<file path="config.mk">
export PLATFORM = sky130hd
export DESIGN_NAME = clk_dist
export DESIGN_NICKNAME = d
export VERILOG_FILES = /design/src/hdl/clk_dist.v
export VERILOG_INCLUDE_DIRS = /design/src /design/src/hdl
export SDC_FILE = /design/constraint.sdc
export NUM_CORES = 1
export LEC_CHECK = 0
export BUFFER_PORTS_ARGS = -buffer_cell sky130_fd_sc_hd__buf_2
export CAP_MARGIN = 25
export CORE_AREA = 2 2 227 252
export DETAILED_ROUTE_END_ITERATION = 10
export DIE_AREA = 0 0 229 254
export PLACE_DENSITY = 0.66
export SETUP_SLACK_MARGIN = 0.02
export SLEW_MARGIN = 20
export SYNTH_ARGS = -nofsm -noshare
export SYNTH_HDL_FRONTEND = slang
export SYNTH_SLANG_ARGS = --single-unit
</file>
<file path="constraint.sdc">
create_clock -name pclk -period 22 [get_ports pclk]
set_input_delay 6.6 -clock pclk [delete_from_list [all_inputs] [get_ports pclk]]
set_output_delay 6.6 -clock pclk [all_outputs]
set_load 0.02 [all_outputs]
</file>
<file path="src/hdl/clk_dist_defs.vh">
`ifndef CLK_DIST_DEFS_VH
`define CLK_DIST_DEFS_VH
// ****************************************
// Register byte offsets
// ****************************************
`define OFF_CTRL    12'h000
`define OFF_FBDIV   12'h004
`define OFF_REFDIV  12'h008
`define OFF_SDIV    12'h00C
`define OFF_ODIV    12'h010
`define OFF_ODEL    12'h014
`define OFF_REFMHZ  12'h018
`define OFF_STATUS  12'h01C
// ****************************************
// Control fields
// ****************************************
`define CTRL_PLL    0
`define CTRL_OEN    1
`define CTRL_RUN_LO 2
`define CTRL_RUN_HI 3
`define CTRL_LOAD   4
`define RUN_GATE    2'h1
// ****************************************
// Reset values and limits
// ****************************************
`define RST_FBDIV   16'h0064
`define RST_REFDIV  16'h0005
`define RST_SDIV    16'h0008
`define RST_ODIV    16'h0008
`define RST_ODEL    16'h0000
`define RST_REFMHZ  16'h0032
`define VCXO_MHZ    32'h000001F4
`define FB_SCALE    32'h00000002
`define SDIV_MIN    16'h0008
`endif

</file>
<file path="src/hdl/clk_dist.v">
// The implementer's own choices: the address map and the APB slave port.
`timescale 1ns/1ns
`default_nettype none
`include "clk_dist_defs.vh"
// Clock distribution and board alignment control. The APB side stands for
// the fixed oscillator domain; pclk also stands in for the VCXO tick.
module clk_dist #(
    parameter TRIG_LATENCY = 4            // Daisy-chain regeneration delay
) (
    input  wire        pclk,
    input  wire        presetn,
    input  wire        psel,
    input  wire        penable,
    input  wire        pwrite,
    input  wire [11:0] paddr,
    input  wire [31:0] pwdata,
    output reg  [31:0] prdata,
    output reg         pready,
    output reg         pslverr,
    input  wire        source_select_switch,  // 1: external reference; only read back in status, selects nothing
    input  wire        shared_external_clock, // Synchronous sample of ext clock
    input  wire        board_rev2,            // Strap, caught after reset
    input  wire        gate_input,
    input  wire        trigger_input,
    output reg  [3:0]  adc_sample_clock,
    output reg         trigger_logic_clock,
    output reg         clock_output,
    output reg         divider_sync_strobe,
    output reg         trigger_output,
    output reg         pll_locked
);
    // ****************************************
    // Helper functions
    // ****************************************
    // Lock test: feedback counts VCXO half periods, so 50 / 5 with 100 locks
    function lock_ok;
        input [15:0] fb;
        input [15:0] rd;
        input [15:0] mhz;
        begin
            lock_ok = (rd != 16'h0000) &&
                      ({16'h0000, fb} * {16'h0000, mhz} ==
                       `VCXO_MHZ * `FB_SCALE * {16'h0000, rd});
        end
    endfunction
    // Divider wrap test shared by the sample and output divider counters
    function wrap;
        input [15:0] cnt;
        input [15:0] div;
        begin
            wrap = (cnt + 16'h0001 >= div);
        end
    endfunction

    // ****************************************
    // Registers
    // ****************************************
    reg        pll_mode;          // Shadow: PLL versus direct drive
    reg        out_enable;        // Shadow: front output buffer
    reg [1:0]  run_mode;          // Acquisition run mode
    reg [15:0] fb_div;            // Shadow dividers
    reg [15:0] ref_div;
    reg [15:0] samp_div;
    reg [15:0] out_div;
    reg [15:0] out_del;
    reg [15:0] ref_mhz;
    reg        act_pll;           // Active copies used by logic
    reg        act_oen;
    reg [15:0] act_fb;
    reg [15:0] act_rd;
    reg [15:0] act_sd;
    reg [15:0] act_od;
    reg [15:0] act_dl;
    reg [15:0] act_mhz;
    reg        load_req;          // Load pending
    reg        sync_req;          // Sync pending after load
    reg        rev_cap;           // Strap captured
    reg        rev2;
    reg        ext_prev;
    reg        gate_prev;
    reg [15:0] samp_cnt;
    reg [15:0] out_cnt;
    reg [15:0] del_cnt;
    reg        samp_int;          // Internal sample clock level
    reg        samp_prev;
    reg [TRIG_LATENCY-1:0] trig_pipe;

    wire wr_en   = psel & penable & pready & pwrite;
    wire ext_rise = shared_external_clock & ~ext_prev;
    wire gate_rise = gate_input & ~gate_prev;
    wire sync_now = divider_sync_strobe;
    wire samp_src = act_pll ? samp_int : shared_external_clock;
    wire samp_rise = samp_src & ~samp_prev & ~(act_pll & ~pll_locked); // Held clocks give no edge

    // ****************************************
    // APB slave
    // ****************************************
    // Answer one cycle into the access phase
    always @(posedge pclk or negedge presetn) begin
        if (!presetn) begin
            pready  <= 1'b0;
            pslverr <= 1'b0;
            prdata  <= 32'h00000000;
        end else begin
            pready  <= psel & penable & ~pready;
            pslverr <= 1'b0;
            if (psel & penable & ~pready) begin
                prdata <= 32'h00000000;
                if (paddr == `OFF_CTRL) begin
                    prdata <= {27'h0000000, load_req, run_mode,
                               out_enable, pll_mode};
                end else if (paddr == `OFF_FBDIV) begin
                    prdata <= {16'h0000, fb_div};
                end else if (paddr == `OFF_REFDIV) begin
                    prdata <= {16'h0000, ref_div};
                end else if (paddr == `OFF_SDIV) begin
                    prdata <= {16'h0000, samp_div};
                end else if (paddr == `OFF_ODIV) begin
                    prdata <= {16'h0000, out_div};
                end else if (paddr == `OFF_ODEL) begin
                    prdata <= {16'h0000, out_del};
                end else if (paddr == `OFF_REFMHZ) begin
                    prdata <= {16'h0000, ref_mhz};
                end else if (paddr == `OFF_STATUS) begin
                    // Live state: lock, source, revision, sync pending
                    prdata <= {27'h0000000, sync_req, rev2,
                               source_select_switch, act_pll, pll_locked};
                end else begin
                    pslverr <= 1'b1; // Unmapped address
                end
            end
        end
    end

    // Writes land at the edge where pready is seen high
    always @(posedge pclk or negedge presetn) begin
        if (!presetn) begin
            pll_mode   <= 1'b1;
            out_enable <= 1'b0;
            run_mode   <= 2'h0;
            fb_div     <= `RST_FBDIV;
            ref_div    <= `RST_REFDIV;
            samp_div   <= `RST_SDIV;
            out_div    <= `RST_ODIV;
            out_del    <= `RST_ODEL;
            ref_mhz    <= `RST_REFMHZ;
        end else if (wr_en) begin
            if (paddr == `OFF_CTRL) begin
                pll_mode   <= pwdata[`CTRL_PLL];
                out_enable <= pwdata[`CTRL_OEN];
                run_mode   <= pwdata[`CTRL_RUN_HI:`CTRL_RUN_LO];
            end else if (paddr == `OFF_FBDIV) begin
                fb_div <= pwdata[15:0];
            end else if (paddr == `OFF_REFDIV) begin
                ref_div <= pwdata[15:0];
            end else if (paddr == `OFF_SDIV) begin
                // Below the floor the PLL path would pass 62.5 MHz
                samp_div <= (pwdata[15:0] < `SDIV_MIN) ?
                            `SDIV_MIN : pwdata[15:0];
            end else if (paddr == `OFF_ODIV) begin
                out_div <= pwdata[15:0];
            end else if (paddr == `OFF_ODEL) begin
                out_del <= pwdata[15:0];
            end else if (paddr == `OFF_REFMHZ) begin
                ref_mhz <= pwdata[15:0];
            end
        end
    end

    // ****************************************
    // Configuration load and sync sequencing
    // ****************************************
    // Load copies shadows live; sync follows once copied
    always @(posedge pclk or negedge presetn) begin
        if (!presetn) begin
            load_req <= 1'b1;   // Reset loads defaults, then syncs
            sync_req <= 1'b0;
            act_pll  <= 1'b1;
            act_oen  <= 1'b0;
            act_fb   <= `RST_FBDIV;
            act_rd   <= `RST_REFDIV;
            act_sd   <= `RST_SDIV;
            act_od   <= `RST_ODIV;
            act_dl   <= `RST_ODEL;
            act_mhz  <= `RST_REFMHZ;
        end else begin
            if (load_req) begin
                // Live reload, no power cycle needed
                act_pll  <= pll_mode;
                act_oen  <= out_enable;
                act_fb   <= fb_div;
                act_rd   <= ref_div;
                act_sd   <= samp_div;
                act_od   <= out_div;
                act_dl   <= out_del;
                act_mhz  <= ref_mhz;
                load_req <= 1'b0;
                sync_req <= 1'b1;
            end else if (sync_now) begin
                sync_req <= 1'b0;
            end
            // New load request wins over its own clear
            if (wr_en && paddr == `OFF_CTRL && pwdata[`CTRL_LOAD]) begin
                load_req <= 1'b1;
            end
        end
    end

    // Strap caught once after reset release
    always @(posedge pclk or negedge presetn) begin
        if (!presetn) begin
            rev_cap <= 1'b0;
            rev2    <= 1'b0;
        end else if (!rev_cap) begin
            rev_cap <= 1'b1;
            rev2    <= board_rev2;
        end
    end

    // Strobe: rev2 waits for an external clock edge so all boards
    // share phase; rev1 in gate mode also pulses on gate leading edge
    always @(posedge pclk or negedge presetn) begin
        if (!presetn) begin
            divider_sync_strobe <= 1'b0;
            ext_prev  <= 1'b0;
            gate_prev <= 1'b0;
        end else begin
            ext_prev  <= shared_external_clock;
            gate_prev <= gate_input;
            divider_sync_strobe <= 1'b0;
            if (sync_req && !sync_now && rev_cap && !load_req) begin
                if (!rev2 || ext_rise) begin
                    divider_sync_strobe <= 1'b1;
                end
            end else if (!rev2 && rev_cap && !sync_now && run_mode == `RUN_GATE &&
                         gate_rise) begin
                divider_sync_strobe <= 1'b1;
            end
        end
    end

    // ****************************************
    // Reference, lock and sample clock
    // ****************************************
    // Lock only when the reference lands the VCXO on 500 MHz
    always @(posedge pclk or negedge presetn) begin
        if (!presetn) begin
            pll_locked <= 1'b0;
        end else begin
            pll_locked <= act_pll &&
                          lock_ok(act_fb, act_rd, act_mhz);
        end
    end

    // Sample divider; sync forces it to phase zero
    always @(posedge pclk or negedge presetn) begin
        if (!presetn) begin
            samp_cnt <= 16'h0000;
            samp_int <= 1'b0;
        end else if (sync_now || wrap(samp_cnt, act_sd)) begin
            samp_cnt <= 16'h0000;
            samp_int <= 1'b1;
        end else begin
            samp_cnt <= samp_cnt + 16'h0001;
            if (samp_cnt + 16'h0001 >= (act_sd >> 1)) begin
                samp_int <= 1'b0;
            end
        end
    end

    // Four ADC clocks; direct mode follows the external clock
    always @(posedge pclk or negedge presetn) begin
        if (!presetn) begin
            adc_sample_clock <= 4'h0;
            samp_prev        <= 1'b0;
        end else begin
            samp_prev <= samp_src & ~(act_pll & ~pll_locked); // Mirrors the ADC clock
            if (act_pll && !pll_locked) begin
                adc_sample_clock <= 4'h0;            // Hold while unlocked
            end else begin
                adc_sample_clock <= {4{samp_src}};
            end
        end
    end

    // Trigger clock toggles on each sample rise: half rate
    always @(posedge pclk or negedge presetn) begin
        if (!presetn) begin
            trigger_logic_clock <= 1'b0;
        end else if (sync_now) begin
            trigger_logic_clock <= 1'b0;
        end else if (samp_rise) begin
            trigger_logic_clock <= ~trigger_logic_clock;
        end
    end

    // ****************************************
    // Front-panel clock output
    // ****************************************
    // Delay counts sample edges after sync, then divider runs
    always @(posedge pclk or negedge presetn) begin
        if (!presetn) begin
            del_cnt      <= 16'h0000;
            out_cnt      <= 16'h0000;
            clock_output <= 1'b0;
        end else if (sync_now || !act_oen) begin
            del_cnt      <= 16'h0000;
            out_cnt      <= 16'h0000;
            clock_output <= 1'b0;
        end else if (samp_rise) begin
            if (del_cnt < act_dl) begin
                del_cnt <= del_cnt + 16'h0001;
            end else if (wrap(out_cnt, act_od)) begin
                out_cnt      <= 16'h0000;
                clock_output <= 1'b1;
            end else begin
                out_cnt <= out_cnt + 16'h0001;
                if (out_cnt + 16'h0001 >= (act_od >> 1)) begin
                    clock_output <= 1'b0;
                end
            end
        end
    end

    // ****************************************
    // Trigger daisy chain
    // ****************************************
    // Fixed latency so downstream post-trigger can compensate
    always @(posedge pclk or negedge presetn) begin
        if (!presetn) begin
            trig_pipe      <= {TRIG_LATENCY{1'b0}};
            trigger_output <= 1'b0;
        end else begin
            trig_pipe <= {trig_pipe[TRIG_LATENCY-2:0], trigger_input};
            trigger_output <= trig_pipe[TRIG_LATENCY-1];
        end
    end
endmodule
`default_nettype wire

</file>
* After elaboration in Yosys (flattened, before gate mapping)
Cells that the tools add are included.
** Cells by class
- Equal/unequal tests :: 10
- $lt $le $gt $ge :: 6
- Reduce and logical (&&, ||, !) cells :: 38
- Mux-type cells :: 43
- Bitwise operators :: 23
- Add/subtract/negate cells :: 3
- Multiply operators :: 2
** Operator list (count)
- 16-bit 2-to-1 mux :: 14
- 32-bit 2-to-1 mux :: 2
- 16-bit by 1-bit adder with 16-bit output (second input constant) :: 3
- 12-bit by 5-bit == test with 1-bit output (second input constant) :: 4
- 32-bit by 26-bit == test with 1-bit output :: 1
- 16-bit by 15-bit >= comparator with 1-bit output :: 2
- 16-bit >= comparator :: 2
- 16-bit by 16-bit multiplier with 32-bit output :: 1
- 1-bit 2-to-1 mux :: 25
- 12-bit by 4-bit == test with 1-bit output (second input constant) :: 2
- 7-bit by 16-bit multiplier with 23-bit output (first input constant) :: 1
- 16-bit < comparator :: 1
- 16-bit by 4-bit < comparator with 1-bit output (second input constant) :: 1
- 16-bit nonzero test :: 1
- 1-bit inverter :: 13
- 12-bit by 3-bit == test with 1-bit output (second input constant) :: 1
- 1-bit logical AND :: 12
- 12-bit logical NOT :: 1
- 1-bit AND :: 10
- 2-bit nonzero test :: 5
- 8-bit AND reduction :: 1
- 7-bit AND reduction :: 1
- 2-bit AND reduction :: 3
- 3-bit AND reduction :: 2
- 10 further kinds :: 16
** Word-level totals
- Bits in registers :: 301
- Bits of input ports :: 54

* Logic depth before layout (Yosys ltp)
- Word-level depth :: 10
- Mapped depth :: 27
- Gate-level depth less buffers :: 24

* Worst setup path before layout
OpenSTA, ideal clock, no wires.
- Path type :: in2reg
- Start :: input paddr[2]
- End :: register out_del[10]
- Cell stages on the path :: 7
- Required time :: 21875 ps
- Arrival :: 8284 ps
- Setup slack :: 13592 ps
- Path buffers :: 3
- Setup time :: 125 ps
- Path through :: clkbuf_1 inv_1 nor2_1 and3_1 clkbuf_1 clkbuf_1 mux2_2
** Between the ends
- Word-level cells in the longest chain between the ends :: 3
** Ends and longest elaborated chain
- start: declaration :: line clk_dist.v:15 : input wire [11:0] paddr,
- 12-bit by 5-bit == test with 1-bit output (no line) (tied with other cells)
- 1-bit inverter (no line)
- 7-bit AND reduction (no line) (*)
- end signal: assignment :: line clk_dist.v:145 : out_del <= `RST_ODEL;
- end signal: assignment :: line clk_dist.v:163 : out_del <= pwdata[15:0];
- end: declaration :: line clk_dist.v:65 : reg [15:0] out_del;
Mark *: on every way between the ends. The rest lies on a longest branch, timed or not.
A chain may end at the register's enable or synchronous reset.

* Worst setup path in the final report
- Start :: input paddr[3]
- End :: register samp_div[8]
** Between the ends
- Word-level cells in the longest chain between the ends :: 3
** Ends and longest elaborated chain
- 12-bit by 4-bit == test with 1-bit output (no line) (tied with other cells)
- 1-bit inverter (no line)
- 5-bit AND reduction (no line) (*)
- end signal: assignment :: line clk_dist.v:143 : samp_div <= `RST_SDIV;
- end signal: assignment :: line clk_dist.v:158 : samp_div <= (pwdata[15:0] < `SDIV_MIN) ?
- end: declaration :: line clk_dist.v:63 : reg [15:0] samp_div;
Marks and branches as above.

==> summary.txt <==
Outcome
  – Status: finished clean

Clock network
  – Post-CTS Repair Setup Buffers: 0
  – CTS Sinks: 281
  – TritonCTS clock tree: done
  – Clock Path Buffers: 3
  – H-Tree Level Count: 1
  – Root buffer cell: clkbuf_16
  – Clock latency on the worst-skew pair: 0.55 ns
  – Post-CTS resize count: 0
  – Clk pin slew, worst setup/hold paths: 0.07 ns
  – Number of hold buffers added after CTS: 0
  – Clock buffer count from CTS: 25

Yosys
  – FF+latch count, synth: 281
  – YS warnings: 0
  – Asr flop ratio synth: 1.00
  – Number of synthesized flops with an enable pin: 0
  – Post-synth top flop: dfrtp_1
  – Sequential-to-total area share from yosys stat: 0.285
  – Synth Area per Inst: 10.1 um2
  – Netlist Area Pre-Place: 0.0248 mm2
  – Synth cell types: 72
  – Post-synthesis instance total: 2452

STA
  – Worst-Margin Slew: 1.01 ns
  – Fin crit period: 9.21 ns
  – Max Clock Skew: 0.0151 ns
  – Max Clk Rate: 0.109 GHz
  – Slew headroom: 0.324
  – Final period utilization: 0.419
  – Slew Viols, Final: 0
  – Final hold slack: 0.354 ns
  – Final setup viols: 0
  – RSZ-0062 raised after global routing: no
  – Post-Route Setup TNS: 0 ns
  – Final count of hold timing violations: 0

Worst setup path
  – Slowest CP cell: nand3_1
  – Worst Setup SP: paddr[3]
  – RR Startpoint: act_mhz[6]
  – CP Cell Sequence: buf_2 > nor2b_1 > nand3_1 > mux2_2
  – Data arrival, critical path: 9.64 ns
  – Crit-path max FO: 40
  – Crit start category: input pin
  – Crit end category: register
  – CP peak stage delay: 0.93 ns
  – Crit Path Class: input pin to register
  – CP Data Required Time: 22.43 ns

Global route
  – Vias in the first global route: 18500
  – Overflow after GRT: 0
  – Initial antenna violation count: 4
  – First-pass GRT wire length: 96.6 mm
  – Global-route usage over all layers: 0.207
  – Largest net degree at the start of global routing: 173

Placed design
  – GPL Wtd Cong: 0.870
  – DP HPWL: 46.3 mm
  – Count of input and output buffers: 64
  – Post-Place Cells: 3169

Drt
  – ANT nets after route: 0
  – Routed via count: 17300
  – Routed len/inst: 18.4 um
  – Vias per inst: 5.37
  – First-pass DRT Iterations: 5
  – Post-Route WL: 59.2 mm
  – # DRC: 0
  – DR iter-0 viols: 1097

Cells and area
  – Layout cells sized above 1: 0.125
  – Final core utilization: 0.480
  – Fin nets: 2999
  – Final std cells w/o fill: 3219
  – Area Growth Syn to Fin: 7.39%
  – FILL cells: 5169

Die
  – Die width: 229 um
  – Height of the die: 254 um
  – I/O Pins: 97
  – Die area: 0.0582 mm2
  – Total core area: 0.0556 mm2
  – # rows: 91
  – Initial Utilization: 0.447

Power
  – Peak supply drop: 0.0726 mV
  – LEAKAGE: 12.7 nW
  – Power density over cell area: 39.2 mW/mm2

Hold path
  – Min-delay src: trig_pipe[0]
  – Hold Crit Class: register to register

Run
  – Max cap viols: 0
[kinds of logic after synthesis]
| kind of cell | after synthesis | synth area share |
|---|---|---|
| flops | 281 | 0.285 |
| compound gates | 335 | 0.0856 |
| simple gates | 619 | 0.118 |
| fa+ha+maj | 492 | 0.323 |
| mux | 173 | 0.0812 |
| other cells | 2 | 0.000303 |
| buf+inv | 446 | 0.0705 |
| xor+xnor | 104 | 0.0367 |
[critical path, delay by kind of cell]
family / cells / cell delay, ns
simple gates: 2 / 1.80
mux: 1 / 0.57
buf+inv: 1 / 0.65
[metrics by stage]
stage / total power, mW / setup WS [ns] / area, um2
2_1_floorplan: 0.547 / 13.59 / 24900
3_3_place_gp: 0.567 / 12.37 / 25700
3_5_place_dp: 0.567 / 12.34 / 25700
4_1_cts: 1.05 / 12.93 / 26600
5_1_grt: 1.08 / 12.65 / 26700
6_report: 1.05 / 12.79 / 26700
[placed cells by master, fill, tap and decap left out, types with 22 or more instances in the layout]
| cell | n |
|---|---|
| inv_1 | 332 |
| fa_1 | 248 |
| dfstp_2 | 22 |
| and2_1 | 92 |
| nor2_1 | 78 |
| xor2_1 | 39 |
| o21ai_0 | 127 |
| buf_2 | 63 |
| nand3_1 | 40 |
| clkbuf_16 | 25 |
| ha_1 | 244 |
| a21o_1 | 35 |
| xnor2_1 | 65 |
| dfrtp_1 | 258 |
| mux2_2 | 147 |
| nand2_1 | 294 |
| a21oi_1 | 73 |
| nor2b_1 | 27 |
[cells in the mapped netlist (4+ instances only)]
library cell | number | area, um2
and4_1 | 7 | 61.3
nand4_1 | 18 | 113
nand3_1 | 40 | 200
o21ai_0 | 127 | 636
and2_1 | 92 | 576
inv_1 | 332 | 1250
nand2b_1 | 16 | 100
buf_1 | 6 | 22.5
a21oi_1 | 73 | 365
nor3_1 | 6 | 30.0
xnor2_1 | 65 | 569
nor2_1 | 78 | 293
mux2i_1 | 18 | 180
mux4_2 | 8 | 180
mux2_2 | 147 | 1660
a211oi_1 | 14 | 105
nor4_1 | 6 | 37.5
nand2_1 | 294 | 1100
a221oi_1 | 13 | 114
and3_1 | 16 | 100
a31oi_1 | 4 | 25.0
dfrtp_1 | 258 | 6460
a21o_1 | 35 | 263
xor2_1 | 39 | 342
nor2b_1 | 27 | 169
o211ai_1 | 7 | 52.6
ha_1 | 244 | 3050
clkbuf_1 | 87 | 327
a32o_1 | 5 | 50.1
buf_4 | 20 | 150
o21a_1 | 9 | 67.6
dfstp_2 | 23 | 604
or3_1 | 6 | 37.5
fa_1 | 248 | 4960
[final cells by class]
class	instances	area [um2]	area share
antenna	3	7.51	0.000282
clock buffer	32	712	0.0267
clock inverter	14	214	0.00803
inverter	332	1250	0.0468
multi-input combinational	1740	16100	0.603
sequential	281	7060	0.265
tap	744	931	0.0349
timing repair buffer	73	414	0.0155
[sequential cells by signal, indices dropped and copies added (netlist names), 2 cells and up]
register / cells
fb_div: 16
act_mhz: 16
out_div: 16
del_cnt: 16
samp_div: 16
out_cnt: 16
prdata: 16
trig_pipe: 4
act_fb: 16
ref_div: 16
act_od: 16
ref_mhz: 16
out_del: 16
act_rd: 16
act_sd: 16
run_mode: 2
samp_cnt: 16
act_dl: 16
[per-layer routing]
layer | GRT usage | part of all wire | up-vias
li1 | - | - | 8012
met1 | 0.263 | 0.42 | 8712
met2 | 0.363 | 0.50 | 446
met3 | 0.0191 | 0.040 | 110
met4 | 0.0833 | 0.039 | 0
met5 | 0 | 0 | -
[power breakdown]
group / internal (mW) / leakage (nW) / switching [mW]
Combinational: 0.00849 / 8.44 / 0.0282
Clock: 0.289 / 0.448 / 0.200
Sequential: 0.519 / 3.81 / 0.00146
Total: 0.816 / 12.7 / 0.229
[worst paths after layout]
kind	slack, ns	cells past startpoint	end
setup / recovery	12.79	4	samp_div[8]
hold / removal	0.35	0	trig_pipe[1]
setup reg to reg	13.96	22	pll_locked
hold reg to reg	0.35	0	trig_pipe[1]
max in group asynchronous	14.46	2	ref_mhz[10]
min in group asynchronous	6.11	1	del_cnt[13]
(Power assumes the default switching activity.)
